## src/core/prot_pkg.sv

```systemverilog
// Purpose : shared constants for the overvoltage and brownout protection logic
// Assumes : 250 MHz core clock, comparator inputs already digital
// Notes   : times are in ns, cycle counts derive from them
package prot_pkg;

    // ****************************************
    // clock and timing
    // ****************************************
    localparam int CLK_PERIOD_NS     = 4;      // 250 MHz
    localparam int BLANK_DELAY_NS    = 2000;   // turn-off to window start
    localparam int SAMPLE_WINDOW_NS  = 500;    // window length
    // least time rounds up, longest time rounds down, never below one cycle
    localparam int BLANK_CYCLES_I    = (BLANK_DELAY_NS + CLK_PERIOD_NS - 1) / CLK_PERIOD_NS;
    localparam int WINDOW_CYCLES_I   = (SAMPLE_WINDOW_NS / CLK_PERIOD_NS) < 1 ? 1 :
                                       (SAMPLE_WINDOW_NS / CLK_PERIOD_NS);
    localparam int TIMER_W           = 10;
    localparam logic [TIMER_W-1:0] BLANK_CYCLES  = TIMER_W'(BLANK_CYCLES_I);
    localparam logic [TIMER_W-1:0] WINDOW_CYCLES = TIMER_W'(WINDOW_CYCLES_I);

    // ****************************************
    // hit counting
    // ****************************************
    localparam int HIT_W             = 3;
    localparam logic [HIT_W-1:0] HIT_LIMIT = 3'h4;  // consecutive cycles to trip
    localparam logic [HIT_W-1:0] HIT_RESET = 3'h0;

    // ****************************************
    // protection state
    // ****************************************
    typedef enum logic [1:0] {
        ST_BROWNOUT  = 2'b00,   // waiting for mains, no switching
        ST_RUN       = 2'b01,   // normal operation
        ST_OVP_STOP  = 2'b10,   // overvoltage stop, auto-restart pending
        ST_LATCHED   = 2'b11    // latched off until supply collapses or mains drops
    } prot_state_t;

endpackage

```

## src/core/gate_timing_if.sv

```systemverilog
// Purpose : carries gate timing events between the window timer and the top
// Assumes : single clock domain
// Notes   : window signals are flip-flop pulses or levels; turn_off_pulse is combinational
`timescale 1ns/1ps
interface gate_timing_if;
    logic turn_off_pulse;   // gate fell this cycle
    logic window_open;      // sampling window level
    logic window_close;     // one-cycle pulse at window end

    modport timer (output window_open, output window_close, input turn_off_pulse);
    modport user  (input window_open, input window_close, output turn_off_pulse);
endinterface

```

## src/core/ovp_brownout_protection.sv

```systemverilog
// Purpose : output overvoltage and mains brownout protection sequencing
// Assumes : comparator inputs are synchronised here, one clock domain
// Notes   : analog sources and thresholds sit outside; this is the decision logic
`timescale 1ns/1ps

// Summary of operation
// overvoltage hit only during switch off-time
// sample 0.5us window starting 2us after turn-off
// stop after four consecutive hit cycles
// cycle without hit clears hit counter
// enable feedforward current source on overvoltage stop
// feedforward above escalation threshold latches off
// otherwise restart once supply below five volts
// before running, refuse start without mains upper
// while running, brownout below lower mains threshold
// brownout: fail flag, open switch, discharge, gate low
// latched off plus mains low clears latch
// brownout keeps startup generator cycling, no pulses
// mains current sink follows the fail flag
// latched off held until supply undervoltage lockout
// synchronise comparators, derive timing from clock counts
module ovp_brownout_protection
    import prot_pkg::*;
(
    // clock and reset
    input  wire logic clock,
    input  wire logic srst,

    // power switch timing
    input  wire logic gate_on,              // gate drive request from pwm

    // comparators (asynchronous levels)
    input  wire logic aux_winding_sense,    // aux sense above overvoltage ref
    input  wire logic feedforward_pin,      // feedforward above escalation level
    input  wire logic mains_above_upper,    // mains sense above upper threshold
    input  wire logic mains_below_lower,    // mains sense below lower threshold
    input  wire logic supply_below_5v,      // supply monitor below five volts
    input  wire logic supply_uvlo,          // supply below lockout threshold

    // protection outputs
    output logic      gate_enable,          // allows gate drive high
    output logic      gate_out,             // gated gate drive
    output logic      feedforward_source_en,// about 1 mA source on feedforward pin
    output logic      mains_fail_flag,      // brownout indication
    output logic      mains_sink_en,        // about 15 uA sink on mains sense pin
    output logic      pfc_supply_switch,    // closed when high
    output logic      softstart_discharge,  // discharge soft-start capacitor
    output logic      hv_startup_cycle,     // startup generator cycling, no pwm
    output logic      latched_off,          // protection latch status
    output logic      ovp_stopped           // overvoltage auto-restart stop
);

    // ****************************************
    // input synchronisers
    // ****************************************
    // two flops: tiny delay against 2 us
    localparam int NSYNC = 6;

    logic [NSYNC-1:0] async_in;             // raw comparator levels
    logic [NSYNC-1:0] meta_reg;             // first stage, read only by second
    logic [NSYNC-1:0] sync_reg;             // clean synchronous levels

    // bit order sets the taps
    assign async_in = {supply_uvlo, supply_below_5v, mains_below_lower,
                       mains_above_upper, feedforward_pin, aux_winding_sense};

    // two flops per comparator; metastability hazard on the first
    genvar gi;
    generate
        for (gi = 0; gi < NSYNC; gi++) begin : g_sync
            always_ff @(posedge clock) begin
                if (srst) begin
                    meta_reg[gi] <= 1'b0;
                    sync_reg[gi] <= 1'b0;
                end else begin
                    // first may settle late
                    meta_reg[gi] <= async_in[gi];
                    sync_reg[gi] <= meta_reg[gi];
                end
            end
        end
    endgenerate

    // synchronised levels
    logic aux_s;                            // aux sense synchronised
    logic ff_high_s;                        // feedforward over escalation

    logic mains_up_s;                       // above upper threshold
    logic mains_low_s;                      // below lower threshold
    logic vcc_low_s;                        // supply below five volts
    logic uvlo_s;                           // supply in lockout

    assign aux_s       = sync_reg[0];
    assign ff_high_s   = sync_reg[1];

    assign mains_up_s  = sync_reg[2];
    assign mains_low_s = sync_reg[3];
    assign vcc_low_s   = sync_reg[4];
    assign uvlo_s      = sync_reg[5];

    // ****************************************
    // turn-off detection and window timer
    // ****************************************
    // timer events
    gate_timing_if tmg ();

    logic gate_on_d_reg;                    // last gate level for edge detect

    // gate input is taken as synchronous, no synchroniser needed
    // resets to the idle gate: no false edge
    always_ff @(posedge clock) begin
        if (srst) begin
            gate_on_d_reg <= 1'b0;
        end else begin
            // last driven level
            gate_on_d_reg <= gate_out;
        end
    end

    // falling edge of the gate actually driven marks the off-time start
    // a stopped request edge is no turn-off
    assign tmg.turn_off_pulse = gate_on_d_reg & ~gate_out;

    // lengths from the package
    ovp_window_timer u_timer (
        .clock (clock),
        .srst  (srst),
        .tmg   (tmg)
    );

    // ****************************************
    // per-cycle hit capture and counting
    // ****************************************
    logic             hit_seen_reg;         // hit inside current window
    logic [HIT_W-1:0] hit_cnt_reg;          // consecutive hit cycles
    logic [HIT_W-1:0] hit_cnt_next;
    logic             ovp_trip;             // fourth consecutive hit

    prot_state_t      state_reg;            // current protection state
    prot_state_t      state_next;

    // compare only in the window while the switch is off
    always_ff @(posedge clock) begin
        if (srst) begin
            hit_seen_reg <= 1'b0;
        end else if (tmg.window_close | tmg.turn_off_pulse) begin
            // capture starts empty
            hit_seen_reg <= 1'b0;
        end else if (tmg.window_open && !gate_out && aux_s) begin
            // switch off, window open
            hit_seen_reg <= 1'b1;
        end
    end

    // count at each window end; a hit-free cycle restarts the count
    always_comb begin
        hit_cnt_next = hit_cnt_reg;

        if (tmg.window_close) begin
            if (hit_seen_reg) begin
                // one more hit cycle
                hit_cnt_next = (hit_cnt_reg == HIT_LIMIT) ? HIT_LIMIT
                                                           : hit_cnt_reg + HIT_W'(1);
            end else begin
                // clean window ends the run
                hit_cnt_next = HIT_RESET;
            end
        end
    end

    // a turn-off that cuts a window short
    // leaves the count alone: no hit, no miss

    always_ff @(posedge clock) begin
        if (srst) begin
            hit_cnt_reg <= HIT_RESET;
        end else if (state_reg != ST_RUN) begin
            hit_cnt_reg <= HIT_RESET;       // fresh count after any stop
        end else begin
            // take the window result
            hit_cnt_reg <= hit_cnt_next;
        end
    end

    // holds until the stop clears it
    assign ovp_trip = (hit_cnt_reg == HIT_LIMIT);

    // ****************************************
    // protection state machine
    // ****************************************
    // state_reg and state_next sit above

    // uvlo overrides everything; it and mains low are the two exits from the latch
    always_comb begin
        state_next = state_reg;

        unique case (state_reg)
            ST_BROWNOUT: begin
                // refuse start until mains above upper threshold
                if (mains_up_s && !mains_low_s) begin
                    state_next = ST_RUN;
                end
            end

            ST_RUN: begin
                // mains loss outranks a trip
                if (mains_low_s) begin
                    state_next = ST_BROWNOUT;
                end else if (ovp_trip) begin
                    state_next = ST_OVP_STOP;
                end
            end

            ST_OVP_STOP: begin
                // escalation first
                if (ff_high_s) begin
                    state_next = ST_LATCHED;
                end else if (vcc_low_s) begin
                    // re-checks mains
                    state_next = ST_BROWNOUT;
                end
            end

            ST_LATCHED: begin
                // mains removal clears the latch for a quick restart
                // lockout is the other exit
                if (mains_low_s) begin
                    state_next = ST_BROWNOUT;
                end
            end
        endcase

        // lockout beats every state
        if (uvlo_s) begin
            state_next = ST_BROWNOUT;
        end
    end

    always_ff @(posedge clock) begin
        if (srst) begin
            // safe state, no pulses
            state_reg <= ST_BROWNOUT;
        end else begin
            state_reg <= state_next;
        end
    end

    // ****************************************
    // output registers
    // ****************************************
    // from state_next: same edge
    logic fail_reg;                         // brownout flag
    logic src_reg;                          // feedforward source enable
    logic pfc_reg;                          // pfc supply switch closed

    // brownout flag tracks the state, before or during operation
    always_ff @(posedge clock) begin
        if (srst) begin
            fail_reg <= 1'b1;
        end else begin
            fail_reg <= (state_next == ST_BROWNOUT);
        end
    end

    // source only during the overvoltage stop, pulls feedforward up
    // the latch drops it again
    always_ff @(posedge clock) begin
        if (srst) begin
            src_reg <= 1'b0;
        end else begin
            src_reg <= (state_next == ST_OVP_STOP);
        end
    end

    // pfc supply only while running
    // open in every other state
    always_ff @(posedge clock) begin
        if (srst) begin
            pfc_reg <= 1'b0;
        end else begin
            pfc_reg <= (state_next == ST_RUN);
        end
    end

    // outputs; flag, sink and discharge mirror the fail flag
    assign mains_fail_flag       = fail_reg;
    assign mains_sink_en         = fail_reg;
    assign pfc_supply_switch     = pfc_reg;
    assign feedforward_source_en = src_reg;
    assign softstart_discharge   = fail_reg;

    // startup generator cycles while no pwm is allowed
    assign hv_startup_cycle      = (state_reg != ST_RUN);

    // decoded from the state flops
    assign latched_off           = (state_reg == ST_LATCHED);
    assign ovp_stopped           = (state_reg == ST_OVP_STOP);

    // gate forced low in every state but run
    assign gate_enable           = (state_reg == ST_RUN);
    // combinational: no added delay
    assign gate_out              = gate_on & gate_enable;

endmodule

```

## src/core/ovp_window_timer.sv

```systemverilog
// Purpose : blanking delay and sampling window after each switch turn-off
// Assumes : turn_off_pulse is one cycle long
// Notes   : a new turn-off restarts the sequence from the beginning
`timescale 1ns/1ps
module ovp_window_timer
    import prot_pkg::*;
(
    // clock and reset
    input  wire logic       clock,
    input  wire logic       srst,
    // timing events
    gate_timing_if.timer    tmg
);

    // ****************************************
    // phase counter
    // ****************************************
    logic [TIMER_W-1:0] count_reg;     // cycles left in current phase
    logic               blank_reg;     // blanking phase active
    logic               open_reg;      // window phase active
    logic               close_reg;     // end-of-window pulse

    // blanking then window, both counted in clock cycles
    always_ff @(posedge clock) begin
        if (srst) begin
            count_reg <= '0;
            blank_reg <= 1'b0;
            open_reg  <= 1'b0;
            close_reg <= 1'b0;
        end else begin
            close_reg <= 1'b0;
            if (tmg.turn_off_pulse) begin
                // restart: rejects the spike on the rising auxiliary edge
                count_reg <= BLANK_CYCLES - TIMER_W'(1);
                blank_reg <= 1'b1;
                open_reg  <= 1'b0;
            end else if (count_reg != '0) begin
                count_reg <= count_reg - TIMER_W'(1);
            end else if (blank_reg) begin
                // blanking over, open the window
                blank_reg <= 1'b0;
                open_reg  <= 1'b1;
                count_reg <= WINDOW_CYCLES - TIMER_W'(1);
            end else if (open_reg) begin
                // window over, report end of this cycle's check
                open_reg  <= 1'b0;
                close_reg <= 1'b1;
            end
        end
    end

    assign tmg.window_open  = open_reg;
    assign tmg.window_close = close_reg;

endmodule

```

## config.mk

```make
export PLATFORM = sky130hd
export DESIGN_NAME = ovp_brownout_protection
export DESIGN_NICKNAME = d
export VERILOG_FILES = /design/src/core/prot_pkg.sv /design/src/core/gate_timing_if.sv /design/src/core/ovp_brownout_protection.sv /design/src/core/ovp_window_timer.sv
export SDC_FILE = /design/constraint.sdc
export NUM_CORES = 1
export LEC_CHECK = 0
export BUFFER_PORTS_ARGS = -buffer_cell sky130_fd_sc_hd__buf_2
export CAP_MARGIN = 25
export CELL_PAD_IN_SITES_DETAIL_PLACEMENT = 1
export CELL_PAD_IN_SITES_GLOBAL_PLACEMENT = 1
export CORE_MARGIN = 3
export CORE_UTILIZATION = 46
export CTS_BUF_LIST = sky130_fd_sc_hd__clkbuf_16
export DETAILED_ROUTE_END_ITERATION = 16
export PLACE_DENSITY = 0.87
export SLEW_MARGIN = 15
export SYNTH_ARGS = -nofsm -noshare
export SYNTH_HDL_FRONTEND = slang
export SYNTH_HIERARCHICAL = 1
export SYNTH_SLANG_ARGS = --single-unit
```

## constraint.sdc

```tcl
create_clock -name clock -period 4.4 [get_ports clock]
set_input_delay 0.88 -clock clock [delete_from_list [all_inputs] [get_ports clock]]
set_output_delay 0.88 -clock clock [all_outputs]
set_load 0.03 [all_outputs]
```

======== Yosys cells after proc, flatten, opt, wreduce, memory -nomap -nowiden ========
Index checks and enable logic that the tools add are counted.
Widths: inputs -> output; s select.
operators by class
  bitwise operators ....................... 4
  equality and inequality tests ........... 8
  $add $sub $neg .......................... 2
  reductions and logical operators ........ 14
  multiplexer cells ....................... 17
operators with widths
  operator               number
  $mux 10                2
  $mux 2                 7
  $reduce_bool 10->1     1
  $sub 10x1->10 const B  1
  $mux 9                 1
  $pmux 2 s4             1
  $eq 2x2->1 const B     3
  $mux 3                 2
  $reduce_or 2->1        3
  $eq 2x1->1 const B     2
  $logic_not 2->1        2
  $mux 1                 4
  $reduce_or 4->1        1
  $add 3x1->3 const B    1
  $eq 3x3->1 const B     1
  $logic_and 1x1->1      3
  $reduce_bool 3->1      1
  $and 1x1->1            2
  $logic_not 1->1        2
  $ne 2x1->1 const B     1
  $ne 2x2->1 const B     1
  $reduce_bool 2->1      1
  $not 1->1              1
  $or 1x1->1             1
storage, ports and cells
  flip-flop bits (word level) ............. 35
  word-level logic and storage cells ...... 69
  output and inout bits ................... 10
  input bits .............................. 9

======== Logic depth before layout (Yosys ltp) ========
  word-level depth ........................ 6
  mapped depth ............................ 7
  mapped depth without buffers ............ 6

======== Hierarchy ========
Netlist, hierarchy kept.
modules (own cells, without submodules)
  module                   seq. area each (µm²)  times used  area each (µm²)  cells an instance
  ovp_brownout_protection  440.4                 1           825.8            81
  ovp_window_timer         260.2                 1           650.6            72

======== Worst setup path before layout ========
OpenSTA, ideal clock, no wires.
  kind .................................... input-to-output
  start ................................... input port gate_on
  end ..................................... output port gate_out
  arrival ................................. 1.186 ns
  data required time ...................... 3.520 ns
  setup slack ............................. 2.334 ns
  path buffers ............................ 0
  stages .................................. 2
  cell sequence ........................... nand3b_1 > inv_1
on the way
  longest elaborated chain between the ends .. 1
ends and longest elaborated chain
  item                RTL line                        RTL
  start: declaration  ovp_brownout_protection.sv:30   input wire logic gate_on,
  $and 1x1->1         ovp_brownout_protection.sv:302  assign gate_out = gate_on & gate_enable;
  end: declaration    ovp_brownout_protection.sv:42   output logic gate_out,
No other way between the ends.

======== Worst setup path after layout ========
  start ................................... register u_timer.count_reg[0]
  end ..................................... register u_timer.count_reg[3]
on the way
  longest elaborated chain between the ends .. 2
  elaborated cells between the ends (all ways) .. 4
  those cells by class .................... add/sub (1); mux (1); reduce/logical (2)
ends and longest elaborated chain
  item                                                        RTL line                                        RTL
  start: declaration                                          ovp_window_timer.sv:18                          logic [TIMER_W-1:0] count_reg;
  start signal: assignment                                    ovp_window_timer.sv:34                          count_reg <= BLANK_CYCLES - TIMER_W'(1);
  start signal: assignment                                    ovp_window_timer.sv:38                          count_reg <= count_reg - TIMER_W'(1);
  start signal: assignment                                    ovp_window_timer.sv:43                          count_reg <= WINDOW_CYCLES - TIMER_W'(1);
  $sub 10x1->10 / $reduce_bool 10->1 (equally long branches)  ovp_window_timer.sv:38, ovp_window_timer.sv:37
  $mux 10 / $reduce_bool 2->1 (equally long branches)         n/a
Several ways; a longest one is shown, not always the timed one.
A chain may end at the register's enable or synchronous reset.

==> metrics.md <==
| Metric | Value |
|---|---|
| Outcome | completed |
| GR Overflow Total | 0 |
| Total CTS buffers | 5 |
| Worst setup EP type | flop |
| Worst Hold Path EP | mains_low_s$_SDFF_PP0_ |
| Total I/O pin count | 19 |
| R2R cell count | 6 |
| Ant. Diodes | 0 |
| Vias in the first global route | 1285 |
| Mapped Avg Cell Area | a little under 10 um2 |
| RSZ-0062 raised after global routing | no |
| FF-to-FF Start | u_timer/count_reg[0]$_SDFFE_PP0P_ |
| Max reg flops | 10 |
| Reg2Reg Setup Slack | around 2100 ps |
| CTS tree | done |
| First-pass GRT wire length | roughly 6.5 mm |
| Die X | between 60 and 70 um |
| # nets final | ~180 |
| Via/cell ratio | roughly 5.5 |
| Final setup violation count | 0 |
| Pin count of the biggest net entering global routing | 29 |
| Root Driver | clkbuf_16 |
| Post-CTS setup buffer count | 0 |
| Worst slew margin | 0.583 |
| Drt first pass iters | 4 |
| Critical path class | reg2reg |
| Routability cong. | 0.833 |
| DRT antenna net count | 0 |
| Post-route minimum period | ~2300 ps |
| Clock Sinks | 35 |
| Worst slack, placed | approximately 2100 ps |
| Number of remaining DRC errors | 0 |
| Core ar. | just under 3000 um2 |
| Yosys cell types | 50 |
| Peak supply drop | roughly 0.00038 V |
| Synth Net Count | 165 |
| Routed WL | around 3.7 mm |
| Die H | about 63 um |
| Most common cell after layout, fill and taps aside | dfxtp_1 |
| Top_reg_cell synth | dfxtp_1 |
| Worst hold stages | 1 |
| Critical Path RT | between 4000 and 5000 ps |
| CP max stage delay | about 660 ps |
| CP Data Arrival Time | 2480 ps |
| Fin. Hold Viols | 0 |
| Clk slew on worst S/H paths | 50 ps |
| Tcrit/Tclk final | 0.525 |
| Post-synth EDFFs | 0 |
| Post-CTS Hold Buffers | 0 |
| Dpl hpwl | about 2.3 mm |
| Die area | ~3900 um2 |
| Initial antenna violation count | 0 |
| Worst hold start | meta_reg[3]$_SDFF_PP0_ |
| Critical path's top delay family | simple AND/OR/NAND/NOR gates |
| Final setup TNS | 0 ps |
| Crit-path max FO | 8 |
| Power per cell area | roughly 640 nW/um2 |
| Layout cells sized above 1 | 0.214 |
| Max Cap Violations | 0 |
| CP max-delay cell | or4b_1 |
| Synth Register Bits | 35 |
| FP Rows | 19 |
| Seq/Total Area, Yosys | 0.475 |
| Drt initial violations | 84 |
| Max clock buf depth | 2 |
| Slew Limit Fails | 0 |
| CP Buf/Inv Count | 1 |
| Cell breakdown of the critical path | inv_1 -> ha_1 -> or4b_1 -> nor3_4 -> mux2_1 -> o211a_1 |
| Critical Path Source Type | flop |
| Synth Warn # | 6 |
| Layout area overhead | 18.5% |
| Via count | about 1200 |
| Avg WL per Cell | roughly 17 um |
| H-tree levels | 2 |
| Async S/R FF share, synth | 0 |
| IO buf count | 18 |
| GRT Total Usage | 0.215 |
| Worst setup margin | about 2100 ps |
| Maximum clock rate | between 400 and 500 MHz |
| Mapped Area | ~1500 um2 |
| Hold WC Path Type | reg2reg |
| Initial Util | 0.509 |
| Worst Max-Slew Pin Slew | slightly above 600 ps |
| CTS resizes | 0 |
| Leak | between 0.7 and 0.8 nW |
| Syn Inst Count | approximately 150 |
| Worst skew pair latency | around 280 ps |
| Clk_skew | about 10 ps |
| Most frequent cells in the layout | 35 x dfxtp_1, 18 x buf_2, 13 x nor2b_1, 11 x nor2_1, 10 x a21oi_1 |
| Reg2reg end | u_timer/count_reg[3]$_SDFFE_PP0P_ |
through the flow:
step,instances,hold WS (ps),util,power [W],instance area (um2)
floorplan,153,414,-,0.000654,1480
global placement,207,417,0.547,0.000691,1590
detailed placement,207,436,0.547,0.000709,1590
CTS,215,457,0.603,0.00113,1750
global route,215,469,0.603,0.00119,1750
finish,215,454,0.603,0.00112,1750
report_power, final:
group / switching (W) / total, W / internal (W)
clock: 0.000128 / 0.000392 / 0.000264
sequential: 0.0000506 / 0.000412 / 0.000361
combinational: 0.000191 / 0.000319 / 0.000128
worst register-to-register path, cell delays in order (launching register included):
cell	delay, ps
dfxtp_1	310
inv_1	90
ha_1	210
or4b_1	660
nor3_4	370
mux2_1	360
o211a_1	200
cell usage after synthesis, types with 2 or more instances:
cell type / number / area share
a211oi_1: 2 / 0.010
a21oi_1: 10 / 0.034
a31oi_1: 3 / 0.013
buf_4: 3 / 0.015
clkbuf_1: 2 / 0.0051
dfxtp_1: 35 / 0.47
ha_1: 3 / 0.025
inv_1: 9 / 0.023
mux2_1: 2 / 0.015
mux2i_1: 2 / 0.014
nand2_1: 6 / 0.015
nand2b_1: 4 / 0.017
nand2b_2: 2 / 0.012
nand3_1: 2 / 0.0068
nand3b_1: 2 / 0.010
nor2_1: 11 / 0.028
nor2b_1: 13 / 0.055
nor3_1: 4 / 0.014
nor3b_1: 2 / 0.010
nor4_1: 4 / 0.017
o21ai_0: 3 / 0.010
metal layers:
metal,vias up,track usage,part of all wire
li1,575,-,-
met1,570,0.233,0.40
met2,27,0.382,0.53
met3,10,0.0683,0.049
met4,0,0.0882,0.022
met5,-,0,0
cell type report:
class,count,area (um2)
timing repair buffer,18,90.1
clock buffer,5,125
tap,42,52.6
clock inverter,3,38.8
multi-input combinational,102,704
inverter,10,37.5
sequential,35,701
fill,342,1150
kinds of logic (layout without fill, tap and decap cells):
logic type / count (synthesis) / after routing / share of synthesized area
AOI/OAI and AO/OA: 30 / 30 / 0.139
xor gates and xnor gates: 1 / 1 / 0.00593
adders and majority gates: 3 / 3 / 0.0254
buffers and inverters: 16 / 36 / 0.0483
DFF: 35 / 35 / 0.475
muxes: 4 / 4 / 0.0288
and+or+nand+nor: 64 / 64 / 0.278
how the worst max path moves through the flow:
| stage | endpoint | slack (ps) | startpoint | depth (start not counted) |
|---|---|---|---|---|
| global placement | gate_out | 2170 | gate_on | 4 |
| global route | u_timer/count_reg[3]$_SDFFE_PP0P_ | 1970 | u_timer/count_reg[1]$_SDFFE_PP0P_ | 6 |
| detailed placement | u_timer/count_reg[3]$_SDFFE_PP0P_ | 2140 | u_timer/count_reg[0]$_SDFFE_PP0P_ | 6 |
| floorplan | gate_out | 2330 | gate_on | 2 |
| CTS | u_timer/count_reg[3]$_SDFFE_PP0P_ | 2090 | u_timer/count_reg[1]$_SDFFE_PP0P_ | 6 |
| finish | u_timer/count_reg[3]$_SDFFE_PP0P_ | 2090 | u_timer/count_reg[0]$_SDFFE_PP0P_ | 6 |
Power figures use the tool's default switching activity.
